## config.mk

```make
export PLATFORM = sky130hd
export DESIGN_NAME = efcs_sequencer
export DESIGN_NICKNAME = d
export VERILOG_FILES = /design/src/core/efcs_pkg.sv /design/src/core/efcs_bank_map.sv /design/src/core/efcs_sequencer.sv
export SDC_FILE = /design/constraint.sdc
export NUM_CORES = 1
export LEC_CHECK = 0
export ABC_AREA = 1
export BUFFER_PORTS_ARGS = -buffer_cell sky130_fd_sc_hd__buf_2
export CORE_MARGIN = 4
export CORE_UTILIZATION = 45
export DETAILED_ROUTE_END_ITERATION = 10
export PLACE_DENSITY = 0.72
export RECOVER_POWER = 50
export SYNTH_ARGS = -nofsm -noshare
export SYNTH_HDL_FRONTEND = slang
export SYNTH_HIERARCHICAL = 1
export SYNTH_SLANG_ARGS = --single-unit
export TNS_END_PERCENT = 10
```

## constraint.sdc

```tcl
create_clock -name clock_i -period 5.05 [get_ports clock_i]
set_input_delay 0 -clock clock_i [delete_from_list [all_inputs] [get_ports clock_i]]
set_output_delay 0 -clock clock_i [all_outputs]
set_load 0.05 [all_outputs]
```

## src/core/efcs_pkg.sv

```systemverilog
// Purpose: Shared constants and types of the flash command sequencer
// Assumes: 16-bit register port, 24-bit flash byte addresses
// Notes:   Times are in nanoseconds, accumulated from the period register

package efcs_pkg;

   // ---------------------------------------------------------------
   // Register offsets and fields
   // ---------------------------------------------------------------
   localparam logic [3:0] REG_CMD = 4'h0;
   localparam logic [3:0] REG_ARG1 = 4'h1;
   localparam logic [3:0] REG_ARG2 = 4'h2;
   localparam logic [3:0] REG_ARG3 = 4'h3;
   localparam logic [3:0] REG_PERIOD = 4'h4;
   localparam logic [3:0] REG_STACK = 4'h5;
   localparam logic [3:0] REG_CTRL = 4'h6;
   localparam logic [3:0] REG_STAT = 4'h7;
   localparam logic [15:0] REG_RESET = 16'h0000;
   localparam int CTRL_SEG_BIT = 0;
   localparam int STAT_BUSY_BIT = 0;
   localparam int STAT_PROT_BIT = 1;
   localparam logic PROT_RESET = 1'b0;
   localparam logic SEG_RESET = 1'b0;

   // ---------------------------------------------------------------
   // Commands, keys and status codes
   // ---------------------------------------------------------------
   localparam logic [11:0] CMD_SINGLE = 12'h55A;
   localparam logic [11:0] CMD_DOUBLE = 12'hDD4;
   localparam logic [11:0] CMD_BLOCK = 12'hAA5;
   localparam logic [15:0] CMD_ERASE = 16'hEEEE;
   localparam logic [15:0] CMD_PROTECT = 16'hCCCC;
   localparam logic [15:0] CMD_STATUS = 16'h7777;
   localparam logic [15:0] KEY_A = 16'h5555;
   localparam logic [15:0] KEY_B = 16'h3333;
   localparam logic [15:0] KEY_C = 16'hAAAA;
   localparam logic [7:0] ERR_NONE = 8'h00;
   localparam logic [7:0] ERR_PROG = 8'h03;
   localparam logic [7:0] ERR_ADDR = 8'h04;
   localparam logic [7:0] ERR_PERIOD = 8'h05;
   localparam logic [7:0] ERR_STACK = 8'h06;
   localparam logic [7:0] ERR_BANK = 8'h07;
   localparam logic [7:0] ERR_ERASE = 8'h08;
   localparam logic [7:0] ERR_SOURCE = 8'h09;
   localparam logic [7:0] ERR_COUNT = 8'h0A;
   localparam logic [7:0] ERR_BAD_CMD = 8'hFF;

   // ---------------------------------------------------------------
   // Limits and timing
   // ---------------------------------------------------------------
   localparam logic [15:0] STACK_MIN_WORDS = 16'h0032;
   localparam logic [15:0] PERIOD_MIN_NS = 16'h001E;
   localparam logic [15:0] PERIOD_MAX_NS = 16'h01F4;
   localparam logic [16:0] PAGE_SPAN = 17'h0_4000;
   localparam logic [3:0] SEG_LAST = 4'h4;
   localparam logic [15:0] BANK_LAST = 16'h0003;
   localparam logic [3:0] RETRY_LIMIT = 4'hA;
   localparam logic [31:0] PROG_PULSE_NS = 32'h0000_9C40;
   localparam logic [31:0] ERASE_PULSE_NS = 32'hB2D0_5E00;

   // ---------------------------------------------------------------
   // Bank map bounds
   // ---------------------------------------------------------------
   localparam logic [23:0] B0_S0_END = 24'h00_4000;
   localparam logic [23:0] B1_S0_END = 24'h00_8000;
   localparam logic [23:0] B1_HI_BEG = 24'h01_8000;
   localparam logic [23:0] S1_BEG = 24'h01_0000;
   localparam logic [23:0] B0_S1_END = 24'h01_4000;
   localparam logic [23:0] B2_BEG = 24'h02_0000;
   localparam logic [23:0] B3_BEG = 24'h03_8000;
   localparam logic [23:0] FLASH_END = 24'h05_0000;

   typedef enum logic [7:0] {
      S_IDLE = 8'h01,
      S_ARMED = 8'h02,
      S_CHECK = 8'h04,
      S_FETCH = 8'h08,
      S_LOAD = 8'h10,
      S_PULSE = 8'h20,
      S_VERIFY = 8'h40,
      S_FINISH = 8'h80
   } efcs_state_e;

endpackage

```

## src/core/efcs_bank_map.sv

```systemverilog
// Purpose: Decodes byte addresses into flash bank numbers
// Assumes: Segment select is stable while addresses are decoded
// Notes:   One decoder per address, all combinational

`timescale 1ns/1ps

module efcs_bank_map
   import efcs_pkg::*;
#(
   parameter int N = 4
)
(
   input wire logic [N-1:0][23:0] addr_i,
   input wire logic seg1_i,
   output logic [N-1:0] hit_o,
   output logic [N-1:0][1:0] bank_o
);

   genvar g;
   generate
      for (g = 0; g < N; g++)
      begin : g_dec
         wire [23:0] a = addr_i[g];
         wire lo_0 = !seg1_i && a < B0_S0_END;
         wire lo_1 = !seg1_i && a >= B0_S0_END && a < B1_S0_END;
         wire s1_0 = seg1_i && a >= S1_BEG && a < B0_S1_END;
         wire s1_1 = seg1_i && a >= B0_S1_END && a < B2_BEG;
         // Split window of the second bank in the low mapping
         wire hi_1 = !seg1_i && a >= B1_HI_BEG && a < B2_BEG;
         wire b2 = a >= B2_BEG && a < B3_BEG;
         wire b3 = a >= B3_BEG && a < FLASH_END;
         wire is0 = lo_0 || s1_0;
         wire is1 = lo_1 || s1_1 || hi_1;
         assign hit_o[g] = is0 || is1 || b2 || b3;
         assign bank_o[g] = {b2 || b3, is1 || b3};
      end
   endgenerate

endmodule

```

## src/core/efcs_sequencer.sv

```systemverilog
// Purpose: Command front end of the on-chip flash: unlock, check, run, report
// Assumes: Register port on clock_i; array and source port on the same clock
// Notes:   Pulse time is accumulated from the period word, so it tracks the CPU clock
//
// How it works
// (RQ1) Array word is 32 bits so a double word moves in one cycle
// (RQ2) Four banks of 16K, 48K, 96K, 96K bytes, each erased alone
// (RQ3) Low banks map to segment 0 or segment 1 at start-up
// (RQ4) Low mapping gives bank 1 two windows, high mapping one range
// (RQ5) With protection on, data reads not fetched from flash are blocked
// (RQ6) Software loads registers 0 to 4, unlocks, then reads register 0
// (RQ7) Unlock is a direct write then indirect write via R6..R15, same address
// (RQ8) Completion leaves the status code in register 0
// (RQ9) Parameters checked first; program or erase verified and retried
// (RQ10) At least 50 free stack words needed before program or erase
// (RQ11) Command 55As: offset, data word, unused, period
// (RQ12) Command DD4s: offset, low word, high word, period
// (RQ13) Command AA5s: first offset, last offset, source, period
// (RQ14) Command EEEE: key 5555, bank twice, period
// (RQ15) Command CCCC: keys 5555, 3333, AAAA, period; sets protection
// (RQ16) Command 7777 reads status; only the period is used
// (RQ17) Target offsets for word and double word must be even
// (RQ18) Block span from first to last offset is 0 up to below 16384
// (RQ19) Source address plus span stays below 16384, paged by CPU
// (RQ20) Erase refused when the two bank numbers differ
// (RQ21) Register 4 holds the clock period in ns for timing
// (RQ22) CPU clock must stay between 5 and 32 MHz during operations; code accepts periods of 30 to 500 ns
// (RQ23) Status 00h good, 04h bad address, FFh bad command
// (RQ24) Only two back-to-back unlock writes start an operation

`timescale 1ns/1ps

module efcs_sequencer
   import efcs_pkg::*;
#(
   parameter logic [31:0] PROG_NS = PROG_PULSE_NS,
   parameter logic [31:0] ERASE_NS = ERASE_PULSE_NS,
   // Revision word returned by the status command; value is arbitrary
   parameter logic [15:0] REVISION = 16'h0100
)
(
   input wire logic clock_i,
   input wire logic rst_b_i,
   input wire logic [3:0] reg_addr_i,
   input wire logic [15:0] reg_wdata_i,
   input wire logic reg_we_i,
   input wire logic reg_re_i,
   output logic [15:0] reg_rdata_o,
   input wire logic trig_we_i,
   input wire logic [23:0] trig_addr_i,
   input wire logic trig_indirect_i,
   input wire logic [3:0] trig_gpr_i,
   input wire logic data_rd_i,
   input wire logic [23:0] data_rd_addr_i,
   input wire logic fetch_from_flash_i,
   output logic read_block_o,
   output logic array_prog_o,
   output logic array_erase_o,
   output logic [23:0] array_addr_o,
   output logic [1:0] array_bank_o,
   output logic [31:0] array_wdata_o,
   output logic [1:0] array_wmask_o,
   input wire logic array_ok_i,
   output logic src_rd_o,
   output logic [15:0] src_addr_o,
   input wire logic [15:0] src_data_i,
   output logic busy_o,
   output logic user_protection_bit_o
);

   // ---------------------------------------------------------------
   // State
   // ---------------------------------------------------------------
   efcs_state_e state;
   efcs_state_e next_state;
   logic [15:0] gpr [0:4];
   logic [15:0] stack_free;
   logic flash_segment_select;
   logic [7:0] err;
   logic [7:0] next_err;
   logic [15:0] cur_off;
   logic [15:0] next_off;
   logic [31:0] acc_ns;
   logic [31:0] next_acc;
   logic [3:0] retry;
   logic [3:0] next_retry;
   logic [23:0] armed_addr;
   logic [31:0] wdata;
   logic [31:0] next_wdata;

   // ---------------------------------------------------------------
   // Command decode and parameter checks
   // ---------------------------------------------------------------
   wire [15:0] cmd = gpr[0];
   wire is_single = cmd[15:4] == CMD_SINGLE; // RQ11
   wire is_double = cmd[15:4] == CMD_DOUBLE; // RQ12
   wire is_block = cmd[15:4] == CMD_BLOCK; // RQ13
   wire is_erase = cmd == CMD_ERASE; // RQ14
   wire is_prot = cmd == CMD_PROTECT; // RQ15
   wire is_stat = cmd == CMD_STATUS; // RQ16
   wire is_prog = is_single || is_double || is_block;
   wire is_known = is_prog || is_erase || is_prot || is_stat;
   wire [3:0] seg = cmd[3:0];
   wire [23:0] first_addr = {4'h0, seg, gpr[1]};
   wire [23:0] last_addr = {4'h0, seg, gpr[2]};
   wire [16:0] span = {1'b0, gpr[2]} - {1'b0, gpr[1]};
   wire [16:0] src_end = {1'b0, gpr[3]} + span;
   wire [3:0] map_hit;
   wire [3:0][1:0] map_bank;
   wire period_ok = gpr[4] >= PERIOD_MIN_NS && gpr[4] <= PERIOD_MAX_NS; // RQ21 RQ22
   wire stack_ok = stack_free >= STACK_MIN_WORDS; // RQ10
   wire addr_ok = map_hit[1] && !gpr[1][0] && seg <= SEG_LAST; // RQ17
   wire last_ok = map_hit[3] && !gpr[2][0];
   wire span_bad = span >= PAGE_SPAN || !last_ok; // RQ18
   wire src_bad = src_end >= PAGE_SPAN; // RQ19
   wire bank_bad = gpr[2] != gpr[3] || gpr[2] > BANK_LAST; // RQ20
   wire keys_bad = gpr[1] != KEY_A || gpr[2] != KEY_B || gpr[3] != KEY_C;
   wire [7:0] check_err; // RQ9 RQ23
   assign check_err =
      !is_known ? ERR_BAD_CMD :
      !period_ok ? ERR_PERIOD :
      ((is_prog || is_erase || is_prot) && !stack_ok) ? ERR_STACK :
      (is_erase && gpr[1] != KEY_A) ? ERR_BAD_CMD :
      (is_erase && bank_bad) ? ERR_BANK :
      (is_prot && keys_bad) ? ERR_BAD_CMD :
      (is_prog && !addr_ok) ? ERR_ADDR :
      (is_block && span_bad) ? ERR_COUNT :
      (is_block && src_bad) ? ERR_SOURCE :
      ERR_NONE;

   // Second half of the unlock pair must name a spare register
   wire spare_gpr = trig_gpr_i >= 4'h6;
   wire unlock_first = trig_we_i && !trig_indirect_i && !trig_addr_i[0] && map_hit[0];
   wire unlock_second = trig_we_i && trig_indirect_i && spare_gpr &&
      trig_addr_i == armed_addr;
   wire [31:0] acc_sum = acc_ns + {16'h0000, gpr[4]};
   wire [31:0] pulse_ns = is_erase ? ERASE_NS : PROG_NS;
   wire idle_like = next_state == S_IDLE || next_state == S_ARMED;
   wire sw_write = reg_we_i && (state == S_IDLE || state == S_ARMED);

   // ---------------------------------------------------------------
   // Bank decoders
   // ---------------------------------------------------------------
   efcs_bank_map #(
      .N(4)
   ) u_map (
      .addr_i({last_addr, data_rd_addr_i, first_addr, trig_addr_i}),
      .seg1_i(flash_segment_select), // RQ3 RQ4
      .hit_o(map_hit),
      .bank_o(map_bank)
   );

   // ---------------------------------------------------------------
   // Sequencer
   // ---------------------------------------------------------------
   always_comb
   begin
      next_state = state;
      next_err = err;
      next_off = cur_off;
      next_acc = acc_ns;
      next_retry = retry;
      next_wdata = wdata;
      case (state)
         S_IDLE:
         begin
            if (unlock_first)
            begin
               next_state = S_ARMED; // RQ7
            end
         end
         S_ARMED:
         begin
            // Any register or flash write other than the second half disarms
            if (sw_write)
            begin
               next_state = S_IDLE; // RQ24
            end
            else if (trig_we_i)
            begin
               next_state = unlock_second ? S_CHECK : S_IDLE; // RQ7 RQ24
            end
         end
         S_CHECK:
         begin
            next_err = check_err; // RQ9
            next_off = gpr[1];
            next_acc = 32'h0000_0000;
            next_retry = 4'h0;
            next_wdata = {is_double ? gpr[3] : 16'h0000, gpr[2]}; // RQ1 RQ12
            if (check_err != ERR_NONE || is_prot || is_stat)
            begin
               next_state = S_FINISH;
            end
            else
            begin
               next_state = is_block ? S_FETCH : S_PULSE;
            end
         end
         S_FETCH:
         begin
            next_state = S_LOAD;
         end
         S_LOAD:
         begin
            next_wdata = {16'h0000, src_data_i}; // RQ13
            next_state = S_PULSE;
         end
         S_PULSE:
         begin
            next_acc = acc_sum; // RQ21
            if (acc_sum >= pulse_ns)
            begin
               next_state = S_VERIFY;
            end
         end
         S_VERIFY:
         begin
            next_acc = 32'h0000_0000;
            if (array_ok_i)
            begin
               if (is_block && cur_off != gpr[2])
               begin
                  next_off = cur_off + 16'h0002;
                  next_retry = 4'h0;
                  next_state = S_FETCH;
               end
               else
               begin
                  next_state = S_FINISH;
               end
            end
            else if (retry == RETRY_LIMIT)
            begin
               next_err = is_erase ? ERR_ERASE : ERR_PROG; // RQ9
               next_state = S_FINISH;
            end
            else
            begin
               next_retry = retry + 4'h1; // RQ9
               next_state = S_PULSE;
            end
         end
         S_FINISH:
         begin
            next_state = S_IDLE;
         end
         default:
         begin
            next_state = S_IDLE;
         end
      endcase
   end

   always_ff @(posedge clock_i)
   begin
      if (!rst_b_i)
      begin
         state <= S_IDLE;
         err <= ERR_NONE;
         cur_off <= REG_RESET;
         acc_ns <= 32'h0000_0000;
         retry <= 4'h0;
         wdata <= 32'h0000_0000;
         armed_addr <= 24'h00_0000;
      end
      else
      begin
         state <= next_state;
         err <= next_err;
         cur_off <= next_off;
         acc_ns <= next_acc;
         retry <= next_retry;
         wdata <= next_wdata;
         if (state == S_IDLE && unlock_first)
         begin
            armed_addr <= trig_addr_i;
         end
      end
   end

   // ---------------------------------------------------------------
   // Register file
   // ---------------------------------------------------------------
   // Software writes are dropped while an operation runs, so the
   // command words cannot change under the sequencer.
   always_ff @(posedge clock_i)
   begin
      if (!rst_b_i)
      begin
         for (int i = 0; i < 5; i++)
         begin
            gpr[i] <= REG_RESET;
         end
         stack_free <= REG_RESET;
         flash_segment_select <= SEG_RESET;
      end
      else if (state == S_FINISH)
      begin
         gpr[0] <= {8'h00, err}; // RQ8 RQ23
         if (is_block)
         begin
            gpr[1] <= cur_off;
         end
         else if (is_stat && err == ERR_NONE)
         begin
            gpr[1] <= REVISION; // RQ16
         end
      end
      else if (sw_write)
      begin
         if (reg_addr_i <= REG_PERIOD)
         begin
            gpr[reg_addr_i[2:0]] <= reg_wdata_i; // RQ6
         end
         else if (reg_addr_i == REG_STACK)
         begin
            stack_free <= reg_wdata_i;
         end
         else if (reg_addr_i == REG_CTRL)
         begin
            flash_segment_select <= reg_wdata_i[CTRL_SEG_BIT];
         end
      end
   end

   wire [15:0] rd_mux =
      reg_addr_i <= REG_PERIOD ? gpr[reg_addr_i[2:0]] :
      reg_addr_i == REG_STACK ? stack_free :
      reg_addr_i == REG_CTRL ? {15'h0000, flash_segment_select} :
      reg_addr_i == REG_STAT ? {14'h0000, user_protection_bit_o, busy_o} :
      16'h0000;

   // ---------------------------------------------------------------
   // Outputs
   // ---------------------------------------------------------------
   always_ff @(posedge clock_i)
   begin
      if (!rst_b_i)
      begin
         reg_rdata_o <= 16'h0000;
         read_block_o <= 1'b0;
         array_prog_o <= 1'b0;
         array_erase_o <= 1'b0;
         array_addr_o <= 24'h00_0000;
         array_bank_o <= 2'h0;
         array_wdata_o <= 32'h0000_0000;
         array_wmask_o <= 2'h0;
         src_rd_o <= 1'b0;
         src_addr_o <= 16'h0000;
         busy_o <= 1'b0;
         user_protection_bit_o <= PROT_RESET;
      end
      else
      begin
         reg_rdata_o <= reg_re_i ? rd_mux : 16'h0000;
         read_block_o <= user_protection_bit_o && data_rd_i &&
            !fetch_from_flash_i && map_hit[2]; // RQ5
         array_prog_o <= next_state == S_PULSE && !is_erase;
         array_erase_o <= next_state == S_PULSE && is_erase; // RQ2
         array_addr_o <= {4'h0, seg, next_off};
         array_bank_o <= gpr[2][1:0]; // RQ2
         array_wdata_o <= next_wdata; // RQ1
         array_wmask_o <= is_double ? 2'h3 : 2'h1;
         src_rd_o <= next_state == S_FETCH;
         // Page base is added by the CPU bus, only the page offset leaves here
         src_addr_o <= gpr[3] + (next_off - gpr[1]); // RQ19
         busy_o <= !idle_like;
         if (state == S_CHECK && is_prot && check_err == ERR_NONE)
         begin
            user_protection_bit_o <= 1'b1; // RQ15
         end
      end
   end
endmodule

```

# Yosys cells after proc, flatten, opt, wreduce, memory -nomap -nowiden

Memories as Yosys holds them, arrays and structs flattened.
Index checks and enable logic that the tools add are counted.

Order comparisons: 58
Reduce and logical (&&, ||, !) cells: 133
Equal/unequal tests: 32
$add $sub $neg: 7
Bitwise operators: 6
Muxes and demuxes: 64

Operators with widths:

| operator             | count |
|---|---|
| $ge 24x17->1 const B | 6 |
| $mux 16              | 9 |
| $mux 8               | 16 |
| $pmux 32 s2          | 2 |
| $ge 20x17->1 const B | 6 |
| $ge 24x18->1 const B | 4 |
| $lt 24x18->1 const B | 4 |
| $ge 20x18->1 const B | 4 |
| $lt 20x18->1 const B | 4 |
| $logic_and 1x1->1    | 72 |
| $pmux 8 s7           | 1 |
| $ge 24x15->1 const B | 2 |
| $lt 24x15->1 const B | 2 |
| $lt 24x16->1 const B | 2 |
| $lt 24x17->1 const B | 2 |
| $lt 24x19->1 const B | 2 |
| $ge 20x15->1 const B | 2 |
| $lt 20x15->1 const B | 2 |
| $lt 20x16->1 const B | 2 |
| $lt 20x17->1 const B | 2 |
| $lt 20x19->1 const B | 2 |
| $logic_or 1x1->1     | 37 |
| $ge 17x15->1 const B | 2 |
| $add 32x16->32       | 1 |
| other kinds (55)     | 112 |

Input bits: 97
Bits in registers: 207
Memories kept: 1
Memory bits (writable): 80
Logic and storage cells: 322
Output and inout bits: 98

Memory list:

| memory | words | bits a word | read ports | clocked after Yosys merged registers in | wr ports | line                 | source |
|---|---|---|---|---|---|---|---|
| gpr    | 5     | 16          | 6          | 0                                       | 5        | efcs_sequencer.sv:76 | `logic [15:0] gpr [0:4];` |

# Longest topological paths before layout

Gate-level depths: netlist (run 1).
An unclocked memory read counts as a cell.

Word-level depth: 29
Gate-level depth with buffers: 33
Depth with buffers taken out: 33

# Hierarchy

The synthesis (run 1) kept the hierarchy.

By module, submodules not included:

| module         | seq. area each (um^2) | cells each | area each (um^2) | times used |
|---|---|---|---|---|
| efcs_sequencer | 6085.8                | 2384       | 16764.8          | 1 |
| efcs_bank_map  | 0.0                   | 121        | 535.5            | 1 |

# Least setup slack after synthesis (run 1)

No wires, ideal clock.

Path kind: register to register
From: register cur_off[1]
To: register src_addr_o[13]
Setup slack: 1.047 ns
Stages on the path, launching flop included: 26
Library setup time: 0.113 ns
Required time: 4.937 ns
Buffers on the path: 0
Arrival time: 3.890 ns
Clock period less this slack: 4.003 ns
Cell sequence: dfxtp_1 -> inv_1 -> nand2_1 -> nand4_1 -> nor3_1 -> nand2_1 -> nand3_1 -> inv_2 -> o21ai_0 -> a31oi_1 -> a21oi_1 -> a21oi_1 -> fa_1 -> ha_1 -> a21oi_1 -> nand2_1 -> a31oi_1 -> nor2_1 -> o21ai_0 -> nand2_1 -> a31oi_1 -> o21ai_0 -> nand2_1 -> nand2_1 -> nor2_1 -> nor2_1

Word-level cells in the longest chain between the ends: 7
Elaborated cells on any way between the ends: 8
Classes of those cells: add/sub (3); eq/ne (1); mux (3); reduce/logical (1)

RTL lines:

| element                                               | line                  | source |
|---|---|---|
| start: declaration                                    | efcs_sequencer.sv:81  | `logic [15:0] cur_off;` |
| start signal: assignment                              | efcs_sequencer.sv:271 | `cur_off <= next_off;` |
| branches (longest 4 deep; another with $add 16x2->16) | --                    |  |
| $pmux 16 s2 (*)                                       | efcs_sequencer.sv:164 | `case (state)` |
| via next_off[1]                                       | efcs_sequencer.sv:82  | `logic [15:0] next_off;` |
| $sub 16x16->16 (*)                                    | efcs_sequencer.sv:367 | `src_addr_o <= gpr[3] + (next_off - gpr[1]);` |
| $add 16x16->16 (*)                                    | efcs_sequencer.sv:367 |  |
| end signal: assignment                                | efcs_sequencer.sv:367 |  |
| end: declaration                                      | efcs_sequencer.sv:65  | `output logic [15:0] src_addr_o,` |

Mark *: on every way through the listed nets, which the timed path passes.
A chain may end at the register's enable or synchronous reset.

==> results of run 1 <==
final cells by class:
cell class                      instances  area, µm²  share of cell area (%)
Inverter                              330       1240                    6.14
Timing Repair Buffer                  271       1640                    8.09
Antenna cell                            1       2.50                  0.0124
Multi-Input combinational cell       1829       9630                    47.6
Clock buffer                           35        788                    3.90
Clock inverter                         18        203                    1.00
Sequential cell                       264       6090                    30.1
Tap cell                              511        639                    3.16
power by group through the flow:
stage	sequential [W]	combinational [W]	clock, W
final	0.00229	0.000742	0.00224
after global routing	0.00229	0.000808	0.00235
after CTS	0.00228	0.000727	0.00226
after detailed placement	0.00233	0.000687	0
after global placement	0.00233	0.000677	0
after floorplan	0.00238	0.000398	0
per-layer routing:
metal / share of wire [%] / global-route usage [%]
met4: 5.3 / 13.5
met2: 44 / 46.8
met5: 0.030 / 0
met1: 40 / 37.9
met3: 11 / 7.01
per-stage QoR:
stage                     hold slack [ns]  TNS (ns)
after floorplan                    0.0277         0
after global placement              0.163         0
after detailed placement            0.166         0
after CTS                          0.0264         0
after global routing                0.113   -0.0179
final                              0.0454         0
registers in the layout (all words and copies together) (netlist names), 2 cells and up:
name and count:
acc_ns 32, armed_addr 24, cur_off 15, array_wmask_o 2, src_addr_o 16, stack_free 16
array_addr_o 5, array_wdata_o 32, array_bank_o 2, err 5, gpr 80, state 8
retry 4, reg_rdata_o 16
worst paths after layout:
kind,start,endpoint,depth (start not counted)
max,gpr[0][14],src_addr_o[13],23
min,reg_re_i,reg_rdata_o[11],3
max reg2reg,gpr[0][14],src_addr_o[13],23
min reg2reg,armed_addr[0],armed_addr[0],2
repair_timing:
| item | 4_1_cts | 5_1_grt |
|---|---|---|
| resized for setup | 0 | 4 |
| buffers inserted | 0 | 3 |
| hold buffers | 66 | 0 |
| endpoints found under the setup margin | 0 | 1 |
| endpoints found under the hold margin | 119 | 0 |
worst max-delay path, cell delays in order, from the launching register on:
cell and delay [ns]:
edfxtp_1 0.50, nor3_1 0.42, nand4_4 0.23, inv_2 0.18, nand3_1 0.09, inv_1 0.10
nand3_1 0.13, o31ai_1 0.31, nand2_1 0.12, fa_1 0.49, ha_1 0.38, a21oi_1 0.16
inv_1 0.05, a31oi_1 0.22, nor2_1 0.07, o21ai_0 0.15, nand2_1 0.16, a31oi_1 0.24
o21ai_0 0.18, nand2_1 0.09, nand2_1 0.06, nand2_1 0.06, nand2_1 0.04, nor2_1 0.11
==> impl_metrics.json, run 1 <==
{
  "core_area_um2": 37700,
  "power.switching_w": 0.00149,
  "hold_viol_final": 0,
  "routabilityCongestion": 1.06,
  "wl_per_cell_um": 19.3,
  "pre_cts_ws_ns": 0.559,
  "die_h_um": 204,
  "grt_pass1_vias": 17424,
  "stdcell_area_um2": 20200,
  "drtAntennaViolNets": 0,
  "power_w": 0.00527,
  "area_growth_pct": 17.6,
  "rows": 71,
  "dr.pass1.iters": 6,
  "crit_arrival_ns": 5.14,
  "ff2ff_setup_slack_ns": 0.42,
  "post-place-cells": 3136,
  "totalWireLength_um": 62700,
  "pwr-share-comb_pct": 14.1,
  "worst_slack_ns": 0.418,
  "dieArea_um2": 41400,
  "hp-class": "in -> reg",
  "vias": 18208,
  "status": "complete, but fails checks",
  "layout_commonest_cell": "nand2_1",
  "cts_tree": "done",
  "cts_buffer_depth": 3,
  "drive_above_1_share_pct": 7.72,
  "cap_violations": 2,
  "placed_cell_area_um2": 18700,
  "drtIter0Drc": 1872,
  "netlist_area_um2": 17200,
  "cts_made_buffers": 29,
  "syn_area_per_cell_um2": 6.93,
  "utilization_pct": 53.7,
  "nNetsFinal": 2918,
  "drcViolationCount": 0,
  "clkSinkCount": 264,
  "swShare_pct": 28.2,
  "track_usage_pct": 29.4,
  "grt_max_degree": 80,
  "portBuffers": 175,
  "overflow": 0,
  "pin_count": 195,
  "clock_latency_ns": 0.58,
  "post-route-period-util_pct": 91.7,
  "die_x_um": 204,
  "slew_viol_final": 125,
  "vdd_drop_max_mv": 0.300,
  "fin_cells": 3259,
  "dp_hpwl_um": 47200,
  "grt_first_pass_wirelength_um": 96100,
  "maxSlewHeadroom_pct": -146,
  "clockRootBuffer": "clkbuf_16",
  "p_leak_nw": 9.11,
  "intPower_w": 0.00378,
  "timing.clock.skew_ns": 0.0225,
  "clock.fmax_ghz": 0.216,
  "antenna_found_initial": 2,
  "min_period_ns": 4.63,
  "p_seq_share_pct": 43.4,
  "path_class": "reg -> reg",
  "synth-warning-count": 6,
  "setup_viol": 0,
  "clockPowerShare_pct": 42.5,
  "start_util_pct": 45.7,
  "final_cell_mix": "nand2_1, inv_1, nor2_1, a21oi_1, dfxtp_1",
  "synthCells": 2482,
  "via_per_inst": 5.59,
  "power-per-cell-area_nw_per_um2": 260,
  "critPathMaxFanout": 5,
  "fill_cells": 3718,
  "cp-start-kind": "flop",
  "htreeDepth": 1,
  "violations": "max-capacitance violations, max-slew violations",
  "cp.required_ns": 5.56,
  "tightest_slew_ns": 3.69,
  "clk_pin_slew_worst_paths_ns": 0.06,
  "endpoint_kind": "flop"
}
(Power assumes the default switching activity.)
==> inputs of run 2 (changes only) <==
ABC_AREA = default   (was 1)
==> impl_metrics.json, run 2 <==
{
  "power-per-cell-area_nw_per_um2": 275,
  "die_h_um": 197,
  "cap_violations": 0,
  "crit_arrival_ns": 5.33,
  "dieArea_um2": 38600,
  "dr.pass1.iters": 5,
  "utilization_pct": 54.9,
  "layout_commonest_cell": "nand2_1",
  "wl_per_cell_um": 22.1,
  "core_area_um2": 34800,
  "timing.clock.skew_ns": 0.0225,
  "synth-warning-count": 6,
  "rsz0062_at_grt": "true",
  "final_cell_mix": "nand2_1, dfxtp_1, nor2_1, a21oi_1, clkbuf_1",
  "tightest_slew_ns": 1.32,
  "hp-class": "in -> reg",
  "drtAntennaViolNets": 0,
  "fin_cells": 2539,
  "met3_usage_pct": 5.21,
  "num_antenna_cells": 0,
  "htreeDepth": 1,
  "p_leak_nw": 7.34,
  "vias": 15540,
  "grt_pass1_vias": 15205,
  "pin_count": 195,
  "status": "complete, no violations",
  "grtUsageMet2_pct": 45.9,
  "path_buf_inv": 0,
  "path_class": "reg -> reg",
  "timing.hold.ws_ns": 0.0914,
  "area_growth_pct": 19.5,
  "grt_max_degree": 71,
  "routabilityCongestion": 1.01,
  "dp_hpwl_um": 40200,
  "grt.busiest_layer": "met2",
  "cts_tree": "done",
  "cp.required_ns": 5.48,
  "post-route-period-util_pct": 97.1,
  "nNetsFinal": 2254,
  "clock_latency_ns": 0.59,
  "cts_made_buffers": 30,
  "vdd_drop_max_mv": 0.244,
  "track_usage_pct": 27.8,
  "reg_top3": "gpr (80), acc_ns (32), array_wdata_o (32)",
  "portBuffers": 174,
  "grt_first_pass_wirelength_um": 85100,
  "endpoint_kind": "flop",
  "cp-start-kind": "flop",
  "start_util_pct": 46.0,
  "totalWireLength_um": 56100,
  "maxSlewHeadroom_pct": 12.2,
  "slew_viol_final": 0,
  "via_per_inst": 6.12,
  "setup_viol": 0,
  "fill_cells": 3102,
  "power_w": 0.00526,
  "cts_buffer_depth": 3,
  "hold_viol_final": 0,
  "post-place-cells": 2419,
  "drive_above_1_share_pct": 11.7,
  "min_period_ns": 4.90,
  "overflow": 0,
  "cpMaxStageDelayCell": "fa_1",
  "netlist_area_um2": 16000,
  "max_flop_register": "gpr",
  "clk_pin_slew_worst_paths_ns": 0.06,
  "largest_reg_flops": 80,
  "met1_usage_pct": 34.5,
  "clock.fmax_ghz": 0.204,
  "clkSinkCount": 264,
  "antenna_found_initial": 0,
  "drcViolationCount": 0,
  "tns_ns": 0,
  "critical-path-top-delay-family": "simple AND/OR/NAND/NOR gates",
  "die_x_um": 197,
  "syn_area_per_cell_um2": 8.84,
  "clockRootBuffer": "clkbuf_16",
  "drtIter0Drc": 1565,
  "synthCells": 1811,
  "rows": 68,
  "slowest_delay_ns": 0.46,
  "critPathMaxFanout": 7,
  "crit_chain": "nand4b_1, nor2_1, nand2_1, nor3b_2, nand4_1, or2_2, and3_1, nor2_1, o21ai_0, fa_1, ha_1, or3_1, o211ai_1, o21ai_0, o211ai_1, o21a_1, o21ai_0, xnor2_1, nor2_1"
}
-- run 2: repair_timing --
item | in CTS | in global routing
resized for setup | 0 | 9
setup endpoints to repair | 0 | 7
hold buffers | 65 | 0
hold endpoints to repair | 169 | 0
setup buffers | 0 | 0
-- run 2: final cells by class --
cell class	instances	area, µm²	share of cell area, %
Clock buffer	45	912	4.77
Clock inverter	10	93.8	0.491
Inverter	42	159	0.831
Multi-Input combinational cell	1426	9450	49.4
Sequential cell	264	6090	31.9
Tap cell	455	569	2.98
Timing Repair Buffer	297	1840	9.62
-- run 2: power breakdown --
group	leakage (nW)	total (W)	internal [W]	switching, W
combinational	4.53	0.000756	0.000285	0.000471
clock	0.489	0.00221	0.00130	0.000910
sequential	2.32	0.00230	0.00224	0.0000645
-- run 2: through the flow --
| step | worst slack, ns | cell area (µm²) |
|---|---|---|
| after floorplan | 0.419 | 16000 |
| after global placement | 0.327 | 17600 |
| after detailed placement | 0.172 | 17600 |
| after CTS | 0.105 | 19200 |
| after global routing | -0.0442 | 19100 |
| final | 0.148 | 19100 |
-- run 2: final timing paths --
kind	startpoint	endpoint	slack, ns	cells after the start
hold / removal	trig_indirect_i	state[0]	0.09	5
hold reg to reg	stack_free[0]	stack_free[0]	0.45	2
setup reg to reg	gpr[0][5]	src_addr_o[15]	0.15	19
setup / recovery	gpr[0][5]	src_addr_o[15]	0.15	19
-- run 2: metal layers --
layer  up-vias  share of wire, %
li1       7067                 -
met1      7408                38
met2       821                46
met3       244               8.8
met4         0               7.1
met5         -                 0
-- run 2: worst register-to-register path: cells and delay by family (launching register included) --
family	cells	cell delay, ns
adder cells (fa/ha/maj)	2	0.80
XOR/XNOR	1	0.17
AO/OA/AOI/OAI	6	1.16
flip-flops	1	0.44
AND/OR/NAND/NOR	10	2.17
==> inputs of run 3 (changes only) <==
CORE_ASPECT_RATIO = 1.75   (was default)
SYNTH_HIERARCHICAL = default   (was 1)
==> impl_metrics.json, run 3 <==
{
  "synth-async-reset-ratio_pct": 0,
  "post-place-cells": 2357,
  "synth_edf_count": 80,
  "utilization_pct": 55.6,
  "syn_area_per_cell_um2": 9.28,
  "reg_top3": "gpr (80), acc_ns (32), array_wdata_o (32)",
  "post-route-period-util_pct": 96.5,
  "rows": 90,
  "vdd_drop_max_mv": 0.253,
  "critPathMaxFanout": 3,
  "die_h_um": 257,
  "yosys.area.top_type_share_pct": 23.1,
  "drcViolationCount": 0,
  "synthTopCellsByCount": "nor2_1, dfxtp_1, nand2_1",
  "path_class": "reg -> reg",
  "synth.yosys.seq_area_share_pct": 38.2,
  "max_flop_register": "gpr",
  "cp.required_ns": 5.45,
  "synth.ff_latch_count": 264,
  "netlist_area_um2": 15900,
  "power-per-cell-area_nw_per_um2": 269,
  "clock_latency_ns": 0.57,
  "grt_max_degree": 68,
  "wl_per_cell_um": 24.4,
  "track_usage_pct": 30.6,
  "nNetsFinal": 2187,
  "synth-warning-count": 0,
  "core_area_um2": 34700,
  "antenna_found_initial": 2,
  "cts_tree": "done",
  "synth_top_area_cell": "dfxtp_1",
  "fin_cells": 2480,
  "setup_viol": 0,
  "grt_pass1_vias": 15432,
  "grt_first_pass_wirelength_um": 89500,
  "slew_viol_final": 0,
  "htreeDepth": 1,
  "dp_hpwl_um": 44400,
  "synthCells": 1716,
  "maxSlewHeadroom_pct": 19.6,
  "via_per_inst": 6.17,
  "clock.fmax_ghz": 0.205,
  "cp-start-kind": "flop",
  "hp-class": "in -> reg",
  "dr.pass1.iters": 6,
  "endpoint_kind": "flop",
  "status": "complete, no violations",
  "timing.hold.ws_ns": 0.0233,
  "crit_arrival_ns": 5.27,
  "overflow": 0,
  "totalWireLength_um": 60400,
  "synth_cell_types": 90,
  "cts_buffer_depth": 3,
  "clockRootBuffer": "clkbuf_16",
  "rsz0062_at_grt": "true",
  "cap_violations": 0,
  "drtAntennaViolNets": 0,
  "final_cell_mix": "nor2_1, dfxtp_1, nand2_1, clkbuf_1, buf_4",
  "layout_commonest_cell": "nor2_1",
  "dieArea_um2": 38600,
  "p_leak_nw": 7.99,
  "pin_count": 195,
  "start_util_pct": 45.9,
  "clk_pin_slew_worst_paths_ns": 0.06,
  "hold_viol_final": 0,
  "clkSinkCount": 264,
  "synth_most_common_cell": "nor2_1",
  "portBuffers": 174,
  "routabilityCongestion": 1.01,
  "timing.clock.skew_ns": 0.0284,
  "synth.area.top_cells": "dfxtp_1, edfxtp_1, ha_1, nor2_1, xnor2_1",
  "die_x_um": 150,
  "cts_made_buffers": 26,
  "drive_above_1_share_pct": 14.2,
  "drtIter0Drc": 1201,
  "min_period_ns": 4.88,
  "synthFlopType": "dfxtp_1",
  "area_growth_pct": 21.1,
  "vias": 15297,
  "largest_reg_flops": 80,
  "tightest_slew_ns": 1.21
}
## run 3: logic make-up (layout without fill, tap and decap cells)
kind of cell / count (synthesis) / count (layout) / synth area share, %
fa+ha+maj: 96 / 96 / 8.39
mux: 74 / 74 / 6.17
simple gates: 661 / 661 / 21.7
flops: 264 / 264 / 38.2
other cells: 1 / 10 / 0.0236
xor+xnor: 109 / 109 / 6.00
buf+inv: 136 / 431 / 3.45
compound gates: 375 / 375 / 16.1
## run 3: through the flow
step,cell area [µm²],setup TNS [ns],total power [W],worst slack [ns]
after detailed placement,17700,0,0.00303,0.0181
after floorplan,15900,0,0.00277,0.412
after global placement,17700,0,0.00302,0.0776
after CTS,19300,0,0.00518,0.0217
after global routing,19300,-0.0553,0.00534,-0.0301
final,19300,0,0.00518,0.175
## run 3: final cells by class
class / instances / area [µm²]
inverters: 52 / 198
diodes: 6 / 15.0
multi-input cells: 1319 / 9390
repair buffers: 331 / 2080
flip-flops and latches: 264 / 6090
well taps: 460 / 576
fillers: 3184 / 15400
clock inverters: 13 / 198
clock buffers: 35 / 726
## run 3: path summary, 6_finish.rpt
check                                 startpoint               end  slack [ns]  cells after the start
worst max-delay path                   gpr[0][8]    src_addr_o[15]        0.17                     21
worst min register to register  array_wdata_o[1]  array_wdata_o[1]        0.47                      2
worst min-delay path             trig_addr_i[21]          state[0]        0.02                      5
worst max register to register         gpr[0][8]    src_addr_o[15]        0.17                     21
## run 3: layer usage
| metal | track usage (%) | up-vias | wire length [µm] |
|---|---|---|---|
| met5 | 0 | - | 0 |
| met4 | 26.2 | 0 | 6460 |
| met3 | 6.25 | 354 | 4320 |
| met2 | 54.3 | 794 | 30800 |
| met1 | 29.3 | 7314 | 18900 |
| li1 | - | 6835 | - |
## run 3: critical path: stages, from the launching register on
cell and delay [ns]:
edfxtp_1 0.40, or2_1 0.27, or4b_4 0.56, nor2_4 0.12, and3_4 0.20, nand2b_1 0.13
nand2_1 0.10, a222oi_1 0.26, buf_4 0.18, inv_1 0.04, fa_1 0.44, ha_1 0.33
a21oi_1 0.19, o21ai_1 0.13, a31oi_2 0.22, o211ai_1 0.16, o211ai_1 0.28, o21ai_1 0.15
a21o_1 0.20, a21oi_1 0.17, xnor2_1 0.13, nor2_1 0.06
## run 3: repair_timing
action	in CTS	in global routing
pin swaps	0	7
endpoints found under the hold margin	139	0
setup endpoints to repair	2	10
resized for setup	2	19
hold buffers	61	0
buffers inserted	0	8
## run 3: power breakdown
| group | switching [W] | internal [W] |
|---|---|---|
| clock | 0.000874 | 0.00127 |
| sequential | 0.0000609 | 0.00223 |
| combinational | 0.000461 | 0.000288 |
